<file path="src/common/bitmr_pkg.sv">
// constants for the basic interval timer: register map, control field layout, reset values, prescale taps
// assumes a single 40 MHz clock domain with the oscillator clock taken as the bus clock
package bitmr_pkg;
   localparam logic [7:0] BITMR_ADDR_COUNT = 8'hec;
   localparam logic [7:0] BITMR_ADDR_STATUS = 8'hf0;
   localparam logic [7:0] BITMR_ADDR_STOP = 8'hf4;
   localparam logic [7:0] BITMR_CTRL_RESET = 8'h17;
   localparam int BITMR_WAKE_BIT = 6;
   localparam int BITMR_RCWD_BIT = 5;
   localparam int BITMR_WDSEL_BIT = 4;
   localparam int BITMR_CLR_BIT = 3;
   localparam int BITMR_PS_LSB = 0;
   localparam int BITMR_PS_W = 3;
   localparam int BITMR_PRE_W = 11;
   localparam int BITMR_TAP_BASE = 2;
   localparam int BITMR_WAKE_TAP = 10;
   localparam int BITMR_STAT_FLAG_BIT = 0;
   localparam int BITMR_STAT_WAKE_BIT = 1;
   localparam int BITMR_STAT_RCWD_BIT = 2;
   localparam logic [1:0] BITMR_RESP_OKAY = 2'b00;
   localparam logic [1:0] BITMR_RESP_SLVERR = 2'b10;
   typedef enum logic [1:0] {
      BITMR_RUN = 2'b00,
      BITMR_WAKE = 2'b01,
      BITMR_RCWD = 2'b10
   } bitmr_mode_e;
endpackage : bitmr_pkg

</file>
<file path="src/hw/bitmr_prescaler.sv">
// free-running oscillator divider with selectable count pulse and a fixed wake-up tap
// assumes aclk is the oscillator clock; nothing but reset ever clears it
`timescale 1ns/1ps
module bitmr_prescaler
   import bitmr_pkg::*;
(
   input wire logic aclk,
   input wire logic aresetn,
   input wire logic [BITMR_PS_W-1:0] sel,
   output logic count_pulse,
   output logic wake_pulse
);
   logic [BITMR_PRE_W-1:0] div_r;
   logic [BITMR_PRE_W-1:0] div_nxt;
   logic [7:0] tap_hit;

   assign div_nxt = div_r + 11'h001;

   // never cleared by the counter clear or a select change, other taps stay steady
   always_ff @(posedge aclk) begin
      if (!aresetn) begin
         div_r <= '0;
      end else begin
         div_r <= div_nxt;
      end
   end

   // a tap fires when all its lower divider bits roll over together
   genvar g;
   generate
      for (g = 0; g < 8; g++) begin : g_tap
         assign tap_hit[g] = &div_r[g+BITMR_TAP_BASE:0];
      end
   endgenerate

   always_ff @(posedge aclk) begin
      if (!aresetn) begin
         count_pulse <= 1'b0;
         wake_pulse <= 1'b0;
      end else begin
         count_pulse <= tap_hit[sel];
         wake_pulse <= &div_r[BITMR_WAKE_TAP:0];
      end
   end
endmodule : bitmr_prescaler

</file>
<file path="src/hw/bitmr_timer.sv">
// basic interval timer top: 8-bit count held in wake mode, shared read/write address, AXI4-Lite slave
// assumes software writes the control register with whole bytes; stop is a one-cycle input pulse
//
// Our own choice: the AXI4-Lite interface to the registers.
`timescale 1ns/1ps
module bitmr_timer
   import bitmr_pkg::*;
(
   input wire logic aclk,
   input wire logic aresetn,
   input wire logic [7:0] s_axi_awaddr,
   input wire logic s_axi_awvalid,
   output logic s_axi_awready,
   input wire logic [31:0] s_axi_wdata,
   input wire logic [3:0] s_axi_wstrb,
   input wire logic s_axi_wvalid,
   output logic s_axi_wready,
   output logic [1:0] s_axi_bresp,
   output logic s_axi_bvalid,
   input wire logic s_axi_bready,
   input wire logic [7:0] s_axi_araddr,
   input wire logic s_axi_arvalid,
   output logic s_axi_arready,
   output logic [31:0] s_axi_rdata,
   output logic [1:0] s_axi_rresp,
   output logic s_axi_rvalid,
   input wire logic s_axi_rready,
   input wire logic stop_exec,
   input wire logic wake_event,
   output logic interval_irq_flag,
   output logic wake_tick,
   output logic watchdog_mode,
   output logic wake_mode,
   output logic rc_watchdog_mode
);
   logic [7:0] interval_count_r;
   logic [7:0] interval_clock_control_r;
   logic irq_flag_r;
   bitmr_mode_e mode_r;
   logic aw_held_r;
   logic [7:0] aw_addr_r;
   logic w_held_r;
   logic [31:0] w_data_r;
   logic [3:0] w_strb_r;
   logic count_pulse;
   logic wake_pulse;
   logic wr_fire;
   logic wr_ctrl;
   logic wr_stat;
   logic wr_ok;
   logic flag_clear;
   logic wrap;
   logic [7:0] count_nxt;
   logic [7:0] ctrl_nxt;

   bitmr_prescaler u_pre (
      .aclk(aclk),
      .aresetn(aresetn),
      .sel(interval_clock_control_r[BITMR_PS_LSB +: BITMR_PS_W]),
      .count_pulse(count_pulse),
      .wake_pulse(wake_pulse)
   );

   // write channel: address and data are taken in either order
   always_ff @(posedge aclk) begin
      if (!aresetn) begin
         aw_held_r <= 1'b0;
         aw_addr_r <= '0;
      end else if (s_axi_awvalid && s_axi_awready) begin
         aw_held_r <= 1'b1;
         aw_addr_r <= s_axi_awaddr;
      end else if (wr_fire) begin
         aw_held_r <= 1'b0;
      end
   end

   always_ff @(posedge aclk) begin
      if (!aresetn) begin
         w_held_r <= 1'b0;
         w_data_r <= '0;
         w_strb_r <= '0;
      end else if (s_axi_wvalid && s_axi_wready) begin
         w_held_r <= 1'b1;
         w_data_r <= s_axi_wdata;
         w_strb_r <= s_axi_wstrb;
      end else if (wr_fire) begin
         w_held_r <= 1'b0;
      end
   end

   always_ff @(posedge aclk) begin
      if (!aresetn) begin
         s_axi_awready <= 1'b0;
         s_axi_wready <= 1'b0;
      end else begin
         s_axi_awready <= !aw_held_r && !(s_axi_awvalid && s_axi_awready) && !s_axi_bvalid;
         s_axi_wready <= !w_held_r && !(s_axi_wvalid && s_axi_wready) && !s_axi_bvalid;
      end
   end

   assign wr_fire = aw_held_r && w_held_r && !s_axi_bvalid;
   // only the low byte lane carries control; a write missing that lane is refused
   assign wr_ok = w_strb_r[0];
   assign wr_ctrl = wr_fire && wr_ok && (aw_addr_r[7:2] == BITMR_ADDR_COUNT[7:2]);
   assign wr_stat = wr_fire && wr_ok && (aw_addr_r[7:2] == BITMR_ADDR_STATUS[7:2]);
   assign flag_clear = wr_stat && w_data_r[BITMR_STAT_FLAG_BIT];

   always_ff @(posedge aclk) begin
      if (!aresetn) begin
         s_axi_bvalid <= 1'b0;
         s_axi_bresp <= BITMR_RESP_OKAY;
      end else if (wr_fire) begin
         s_axi_bvalid <= 1'b1;
         s_axi_bresp <= (wr_ok && ((aw_addr_r[7:2] == BITMR_ADDR_COUNT[7:2]) ||
            (aw_addr_r[7:2] == BITMR_ADDR_STATUS[7:2]))) ? BITMR_RESP_OKAY : BITMR_RESP_SLVERR;
      end else if (s_axi_bready) begin
         s_axi_bvalid <= 1'b0;
      end
   end

   // control register; no read path exists, so partial updates cannot be merged
   always_comb begin
      ctrl_nxt = interval_clock_control_r;
      if (wr_ctrl) begin
         ctrl_nxt = w_data_r[7:0] & 8'h7f;
      end else begin
         ctrl_nxt[BITMR_CLR_BIT] = 1'b0;
      end
   end

   always_ff @(posedge aclk) begin
      if (!aresetn) begin
         interval_clock_control_r <= BITMR_CTRL_RESET;
      end else begin
         interval_clock_control_r <= ctrl_nxt;
      end
   end

   // counter: nothing but the clear bit and wake mode ever holds it back
   assign wrap = count_pulse && (interval_count_r == 8'hff);

   always_comb begin
      count_nxt = interval_count_r;
      if (interval_clock_control_r[BITMR_CLR_BIT]) begin
         count_nxt = 8'h00;
      end else if (count_pulse && mode_r != BITMR_WAKE) begin
         count_nxt = interval_count_r + 8'h01;
      end
   end

   always_ff @(posedge aclk) begin
      if (!aresetn) begin
         interval_count_r <= 8'h00;
      end else begin
         interval_count_r <= count_nxt;
      end
   end

   // a wrap in the same cycle as a software clear keeps the flag set
   always_ff @(posedge aclk) begin
      if (!aresetn) begin
         irq_flag_r <= 1'b0;
      end else if (wrap && mode_r != BITMR_WAKE) begin
         irq_flag_r <= 1'b1;
      end else if (flag_clear) begin
         irq_flag_r <= 1'b0;
      end
   end

   // low-power mode entry on stop; wake enable wins if both enables are set
   always_ff @(posedge aclk) begin
      if (!aresetn) begin
         mode_r <= BITMR_RUN;
      end else begin
         case (mode_r)
            BITMR_RUN: begin
               if (stop_exec && interval_clock_control_r[BITMR_WAKE_BIT]) begin
                  mode_r <= BITMR_WAKE;
               end else if (stop_exec && interval_clock_control_r[BITMR_RCWD_BIT]) begin
                  mode_r <= BITMR_RCWD;
               end
            end
            BITMR_WAKE: begin
               if (wake_event) begin
                  mode_r <= BITMR_RUN;
               end
            end
            BITMR_RCWD: begin
               if (wake_event) begin
                  mode_r <= BITMR_RUN;
               end
            end
            default: begin
               mode_r <= BITMR_RUN;
            end
         endcase
      end
   end

   // outputs are registered copies, one cycle behind the internal state
   always_ff @(posedge aclk) begin
      if (!aresetn) begin
         interval_irq_flag <= 1'b0;
      end else begin
         interval_irq_flag <= irq_flag_r;
      end
   end

   always_ff @(posedge aclk) begin
      if (!aresetn) begin
         wake_tick <= 1'b0;
      end else begin
         wake_tick <= wake_pulse;
      end
   end

   always_ff @(posedge aclk) begin
      if (!aresetn) begin
         watchdog_mode <= 1'b1;
      end else begin
         watchdog_mode <= interval_clock_control_r[BITMR_WDSEL_BIT];
      end
   end

   always_ff @(posedge aclk) begin
      if (!aresetn) begin
         wake_mode <= 1'b0;
      end else begin
         wake_mode <= (mode_r == BITMR_WAKE);
      end
   end

   always_ff @(posedge aclk) begin
      if (!aresetn) begin
         rc_watchdog_mode <= 1'b0;
      end else begin
         rc_watchdog_mode <= (mode_r == BITMR_RCWD);
      end
   end

   // read channel: the shared address returns the count, not the control byte
   always_ff @(posedge aclk) begin
      if (!aresetn) begin
         s_axi_arready <= 1'b0;
         s_axi_rvalid <= 1'b0;
         s_axi_rdata <= '0;
         s_axi_rresp <= BITMR_RESP_OKAY;
      end else begin
         s_axi_arready <= !s_axi_rvalid && !(s_axi_arvalid && s_axi_arready);
         if (s_axi_arvalid && s_axi_arready) begin
            s_axi_rvalid <= 1'b1;
            s_axi_rresp <= BITMR_RESP_OKAY;
            if (s_axi_araddr[7:2] == BITMR_ADDR_COUNT[7:2]) begin
               s_axi_rdata <= {24'h000000, interval_count_r};
            end else if (s_axi_araddr[7:2] == BITMR_ADDR_STATUS[7:2]) begin
               s_axi_rdata <= {29'h0, mode_r == BITMR_RCWD, mode_r == BITMR_WAKE, irq_flag_r};
            end else begin
               s_axi_rdata <= '0;
               s_axi_rresp <= BITMR_RESP_SLVERR;
            end
         end else if (s_axi_rready) begin
            s_axi_rvalid <= 1'b0;
         end
      end
   end
endmodule : bitmr_timer

</file>
<file path="config.mk">
export PLATFORM = sky130hd
export DESIGN_NAME = bitmr_timer
export DESIGN_NICKNAME = d
export VERILOG_FILES = /design/src/common/bitmr_pkg.sv /design/src/hw/bitmr_prescaler.sv /design/src/hw/bitmr_timer.sv
export SDC_FILE = /design/constraint.sdc
export NUM_CORES = 1
export LEC_CHECK = 0
export ABC_CLOCK_PERIOD_IN_PS = 2900
export BUFFER_PORTS_ARGS = -buffer_cell sky130_fd_sc_hd__buf_2
export CORE_ASPECT_RATIO = 1.5
export CORE_MARGIN = 1
export CORE_UTILIZATION = 53
export DETAILED_ROUTE_END_ITERATION = 8
export PLACE_DENSITY = 0.86
export SETUP_SLACK_MARGIN = 0.15
export SYNTH_ARGS = -nofsm -noshare
export SYNTH_HDL_FRONTEND = slang
export SYNTH_SLANG_ARGS = --single-unit
</file>
<file path="constraint.sdc">
create_clock -name aclk -period 2.9 [get_ports aclk]
set_input_delay 0.725 -clock aclk [delete_from_list [all_inputs] [get_ports aclk]]
set_output_delay 0.725 -clock aclk [all_outputs]
set_load 0.005 [all_outputs]
</file>
# --- Yosys cells after proc, flatten, opt, wreduce, memory -nomap -nowiden ---
# Cells that the tools add are included.
# Widths: inputs -> output; s select.
totals:
  reg_bits: 95
  input_bits: 61
  output_inout_bits: 46
  word_cells: 107
classes:
  add_sub_neg: 2
  n_lt_le_gt_ge: 1
  eq_ne: 10
  muxes: 20
  bitwise_logic: 1
  n_reduce_logical: 47
op_table:
  columns: ["cell", "n"]
  rows:
  - ["$eq 6x6->1 const B", 4]
  - ["$logic_and 1x1->1", 20]
  - ["$mux 2", 6]
  - ["$add 11x1->11 const B", 1]
  - ["$reduce_and 11->1", 1]
  - ["$mux 1", 10]
  - ["$reduce_and 10->1", 1]
  - ["$reduce_bool 2->1", 5]
  - ["$reduce_and 9->1", 1]
  - ["$add 8x1->8 const B", 1]
  - ["$eq 8x8->1 const B", 1]
  - ["$mux 8", 1]
  - ["$reduce_and 8->1", 1]
  - ["$logic_not 1->1", 7]
  - ["$reduce_and 7->1", 1]
  - ["$reduce_and 6->1", 1]
  - ["$reduce_and 5->1", 1]
  - ["$lt 3x4->1 const B", 1]
  - ["$ne 2x1->1 const B", 2]
  - ["$pmux 2 s2", 1]
  - ["$reduce_and 2->1", 2]
  - ["$reduce_and 4->1", 1]
  - ["$reduce_or 2->1", 2]
  - ["$bmux 1 s3", 1]
  - ["8 further kinds", 8]

# --- Depth between registers and ports, before layout ---
depth:
  depth_word: 7
  depth_mapped: 8

# --- Cells and area by module ---
# A second synthesis with hierarchy kept.
hier_totals:
  hier_cells: 314
  area_unflattened_um2: 2952.8
modules_own_cells:
  columns: ["mod", "instances", "cells_per_inst", "area_per_inst_um2"]
  rows:
  - ["bitmr_timer", 1, 250, 2354.8]
  - ["bitmr_prescaler", 1, 64, 598.1]

# --- Worst setup path after synthesis ---
# OpenSTA, ideal clock, no wires.
synth_path:
  kind: "in2reg"
  from: "input s_axi_araddr[6]"
  to: "register s_axi_rresp[1]"
  setup_ns: 0.115
  arrival_time_ns: 1.559
  required_ns: 2.785
  setup_slack_ns: 1.226
  path_stages: 4
  n_path_buf: 0
  path_cell_list: "nand3_1 -> nor4b_1 -> o31ai_1 -> and2_1"
synth_via:
  elab_chain_len: 3
  elab_cells_between_ends: 4
  cone_classes: "2 x eq/ne; 2 x mux"
synth_rtl:
  columns: ["item", "line_no", "source"]
  rows:
  - ["start: declaration", "bitmr_timer.sv:21", "input wire logic [7:0] s_axi_araddr,"]
  - ["$eq 6x6->1", "bitmr_timer.sv:255", "end else if (s_axi_araddr[7:2] == BITMR_ADDR_STATUS[7:2]) begin"]
  - ["$mux 2", "bitmr_timer.sv:255", null]
  - ["$mux 2 *", "bitmr_timer.sv:253", "if (s_axi_araddr[7:2] == BITMR_ADDR_COUNT[7:2]) begin"]
  - ["end signal: assignment", "bitmr_timer.sv:247", "s_axi_rresp <= BITMR_RESP_OKAY;"]
  - ["end signal: assignment", "bitmr_timer.sv:252", "s_axi_rresp <= BITMR_RESP_OKAY;"]
  - ["end signal: assignment", "bitmr_timer.sv:259", "s_axi_rresp <= BITMR_RESP_SLVERR;"]
  - ["end: declaration", "bitmr_timer.sv:25", "output logic [1:0] s_axi_rresp,"]
# Every way passes the cells marked *; elsewhere a longest branch is shown, timed or not.
# A chain may end at the register's enable or synchronous reset.

# --- Final worst setup path ---
layout_path:
  from: "register u_pre.div_r[0]"
  to: "register u_pre.count_pulse"
layout_via:
  elab_chain_len: 3
  elab_cells_between_ends: 10
  cone_classes: "2 x mux; 8 x reduce/logical"
layout_rtl:
  columns: ["item", "line_no", "source"]
  rows:
  - ["start: declaration", "bitmr_prescaler.sv:13", "logic [BITMR_PRE_W-1:0] div_r;"]
  - ["start signal: assignment", "bitmr_prescaler.sv:24", "div_r <= div_nxt;"]
  - ["$reduce_and 10->1, or another cell as far along", "bitmr_prescaler.sv:32", "assign tap_hit[g] = &div_r[g+BITMR_TAP_BASE:0];"]
  - ["$bmux 1 s3 *", "bitmr_prescaler.sv:41", "count_pulse <= tap_hit[sel];"]
  - ["$mux 1 (implied by the code) *", "bitmr_prescaler.sv:41", null]
  - ["end signal: assignment", "bitmr_prescaler.sv:41", null]
  - ["end: declaration", "bitmr_prescaler.sv:10", "output logic count_pulse,"]
# Every way passes the cells marked *; elsewhere a longest branch is shown, timed or not. The select of a mux whose other input is x is not followed.

==> key figures <==
Run status
  • Outcome: finished, final reports clean

CTS
  • Root buffer cell: clkbuf_8
  • Clock buffer depth: 2
  • Post-CTS Resized: 0
  • Clock latency on the worst-skew pair: between 300 and 400 ps
  • CTS tree: built
  • Cts-stage hold buffer count: 0
  • Clock transition at the registers of the reported paths: around 70 ps
  • Num CTS Buffers: 9
  • Post-CTS setup buffers: 0
  • CTS sink cnt: 67
  • Max H-tree Level: 3

Timing
  • Final period util: a little over three fifths
  • Clock skew: 7.48 ps
  • Setup TNS Final: 0 ps
  • Final Slew Violations: 0
  • Crit path time final: approximately 1800 ps
  • RSZ-0062 raised after global routing: no
  • Final hold violation count: 0
  • Final WS setup: between 1000 and 1500 ps
  • Worst slew margin: a little over half
  • Finish-stage setup viols: 0
  • Max frequency: 546 MHz
  • Worst slew pin tran: 708 ps

Synthesis
  • Synthesized flop and latch total: 67
  • Register area share after synthesis: approximately 46%
  • Largest cells by area after synthesis: dfxtp_1 46%, a21boi_0 6.7%, buf_4 6.7%
  • Synth Warn #: 0
  • Synth top area share: roughly 46%
  • Synthesized area: approximately 2900 um^2
  • Cells after Synth: around 320
  • Synth cell types: 36
  • Avg Inst Size Synth: around 9 um^2
  • Synth area leader: dfxtp_1

Routing
  • Final WL: about 5300 um
  • DRC: 0
  • Final ANT Viol Nets: 0
  • Wl on met1: 2130 um
  • Vias: 2269
  • Uppermost layer routed: met4
  • Wire per inst: around 12 um
  • Routed wl met2: between 2000 and 3000 um
  • Iteration-0 DRC Markers: 112
  • Metal3 WL: approximately 250 um
  • Average via count per standard cell: between 5 and 6
  • DR pass1 iterations: 5

Flow run
  • Max Cap Violations: 0

GRT
  • First-pass GRT wire length: just under 9000 um
  • Pin count of the biggest net entering global routing: 30
  • Vias in the first global route: 2093
  • Initial antenna violation count: 0
  • GR Overflow Total: 0
  • GRT Total Usage: roughly a fifth

Setup path
  • Worst setup EP type: register
  • Worst r2r src: u_pre.div_r[0]$_SDFF_PN0_
  • Critical path required time: about 3200 ps
  • Crit start category: register
  • Reg2reg setup slack: 1070 ps
  • Critical path arrival: between 2000 and 2500 ps
  • Crit Path Category: reg2reg
  • R2R cell count: 8
  • Critical Path Fanout Max: 7
  • R2r endpoint: u_pre.count_pulse$_SDFF_PN0_

Power and ir drop
  • Post-layout total power: 1870 uW
  • Maximum VDD drop: 327 uV
  • Power density cells: ~560 nW/um^2
  • LEAKAGE: about 0.0014 uW

Floorplanning
  • Die X: 62.4 um
  • FP Rows: 32
  • Starting utilization of the core area: 55.8%
  • Die Area: ~5800 um^2
  • Die height: 92.6 um
  • Core area: roughly 5200 um^2
  • # IOs: around 110

Cells and area
  • Layout area overhead: 14.3%
  • Inserted Diodes: 0
  • Fraction of layout cells with a size suffix above 1: 18.9%
  • Final core occ: 63.7%
  • Fin nets: 440

Placed design
  • Port bufs: 48
  • DPL Wire Length: 3850 um
  • Post-Place Worst Slack: 957 ps
  • Gpl congestion: approximately 0.84

Hold path
  • Hold-critical path depth: 1
  • Hold EP: wake_tick$_SDFF_PN0_
  • Hold path start: u_pre.wake_pulse$_SDFF_PN0_
  • Worst hold path class: reg2reg
==> registers in the layout, summed over array words and instances (netlist names), 2 cells and up <==
signal / count
u_pre.div_r: 11
interval_count_r: 8
s_axi_rdata: 8
interval_clock_control_r: 7
w_data_r: 7
aw_addr_r: 6
mode_r: 2
==> layer usage <==
metal | track usage (%) | vias to the layer above
met3 | 6.28 | 10
met2 | 35.1 | 71
met5 | 0 | -
met4 | 11.6 | 0
li1 | - | 1140
met1 | 19.6 | 1048
==> cells by family after synthesis <==
logic type	synth area share, %
other	0.129
XOR/XNOR	2.72
AND/OR/NAND/NOR	23.9
flip-flops	46.2
AO/OA/AOI/OAI	12.2
multiplexers	2.41
adder cells (fa/ha/maj)	3.45
buffers and inverters	8.92
==> placed cells by master, fill, tap and decap left out, types with 2 or more instances in the layout <==
cell type / synthesis / final
a21boi_0: 26 / 26
a21oi_1: 4 / 4
a221oi_1: 3 / 3
and2_1: 15 / 15
buf_2: 0 / 48
buf_4: 26 / 2
clkbuf_8: 0 / 12
clkinv_2: 0 / 2
conb_1: 1 / 26
dfxtp_1: 67 / 67
ha_1: 8 / 8
inv_1: 7 / 7
mux2i_1: 7 / 7
nand2_1: 51 / 51
nand2b_1: 6 / 6
nand3_1: 20 / 20
nand4_1: 4 / 4
nor2_1: 13 / 13
nor2b_1: 5 / 5
nor3_1: 5 / 5
nor4_1: 2 / 2
nor4b_1: 2 / 2
o21ai_0: 12 / 12
o31ai_1: 3 / 3
or3_1: 4 / 4
xnor2_1: 4 / 4
xor2_1: 5 / 5
==> through the flow <==
step / instances / instance area (um^2) / hold slack, ps
finish: 444 / 3320 / 435
global placement: 428 / 3100 / 419
detailed placement: 428 / 3100 / 424
floorplan: 346 / 3000 / 410
CTS: 444 / 3320 / 439
global route: 444 / 3320 / 466
==> report_power, final <==
| part | internal (uW) | switching (uW) | total [uW] |
|---|---|---|---|
| clock network | 464 | 336 | 800 |
| logic | 45.3 | 58.4 | 104 |
| registers | 944 | 17.8 | 962 |
==> cell type report <==
type	count	area, um^2
tap	68	85.1
inverter	7	26.3
multi-input combinational	236	1400
clock inverter	4	47.5
fill	442	1890
timing repair buffer	50	255
sequential	67	1340
clock buffer	12	165
==> how the worst max path moves through the flow <==
stage / to / slack (ps) / start
detailed placement: s_axi_rresp[1]$_SDFFE_PN0P_ / 960 / s_axi_araddr[6]
finish: u_pre.count_pulse$_SDFF_PN0_ / 1070 / u_pre.div_r[0]$_SDFF_PN0_
global placement: s_axi_rresp[1]$_SDFFE_PN0P_ / 1000 / s_axi_araddr[6]
CTS: u_pre.count_pulse$_SDFF_PN0_ / 1070 / u_pre.div_r[0]$_SDFF_PN0_
global route: u_pre.count_pulse$_SDFF_PN0_ / 850 / u_pre.div_r[0]$_SDFF_PN0_
floorplan: s_axi_rresp[1]$_SDFFE_PN0P_ / 1230 / s_axi_araddr[6]
==> worst max-delay path: stages, from the launching register on <==
cell	delay [ps]
dfxtp_1	380
ha_1	190
nand3_1	190
nor3_1	410
ha_1	220
nand2_1	50
o31ai_1	70
nand2_1	80
a31oi_1	170
==> cells in the mapped netlist <==
cell,n
a211oi_1,1
ha_1,8
nand2b_1,6
a31oi_1,1
and4bb_2,1
o31ai_1,3
xor2_1,5
or3_1,4
nor2b_1,5
o211ai_1,1
a21boi_0,26
a21oi_1,4
nand4_1,4
buf_4,26
clkbuf_1,10
nand3_1,20
mux2i_1,7
nor3_2,1
nor3_1,5
inv_1,7
conb_1,1
nand2_1,51
nor3b_1,1
dfxtp_1,67
nand3b_1,1
a32o_1,1
xnor2_1,4
nor4_4,1
o21ai_0,12
nor2_1,13
a221oi_1,3
nand3b_4,1
nor4_1,2
nor4b_1,2
and2_1,15
and3_2,1
No activity file was read; power rests on OpenSTA's default activity.
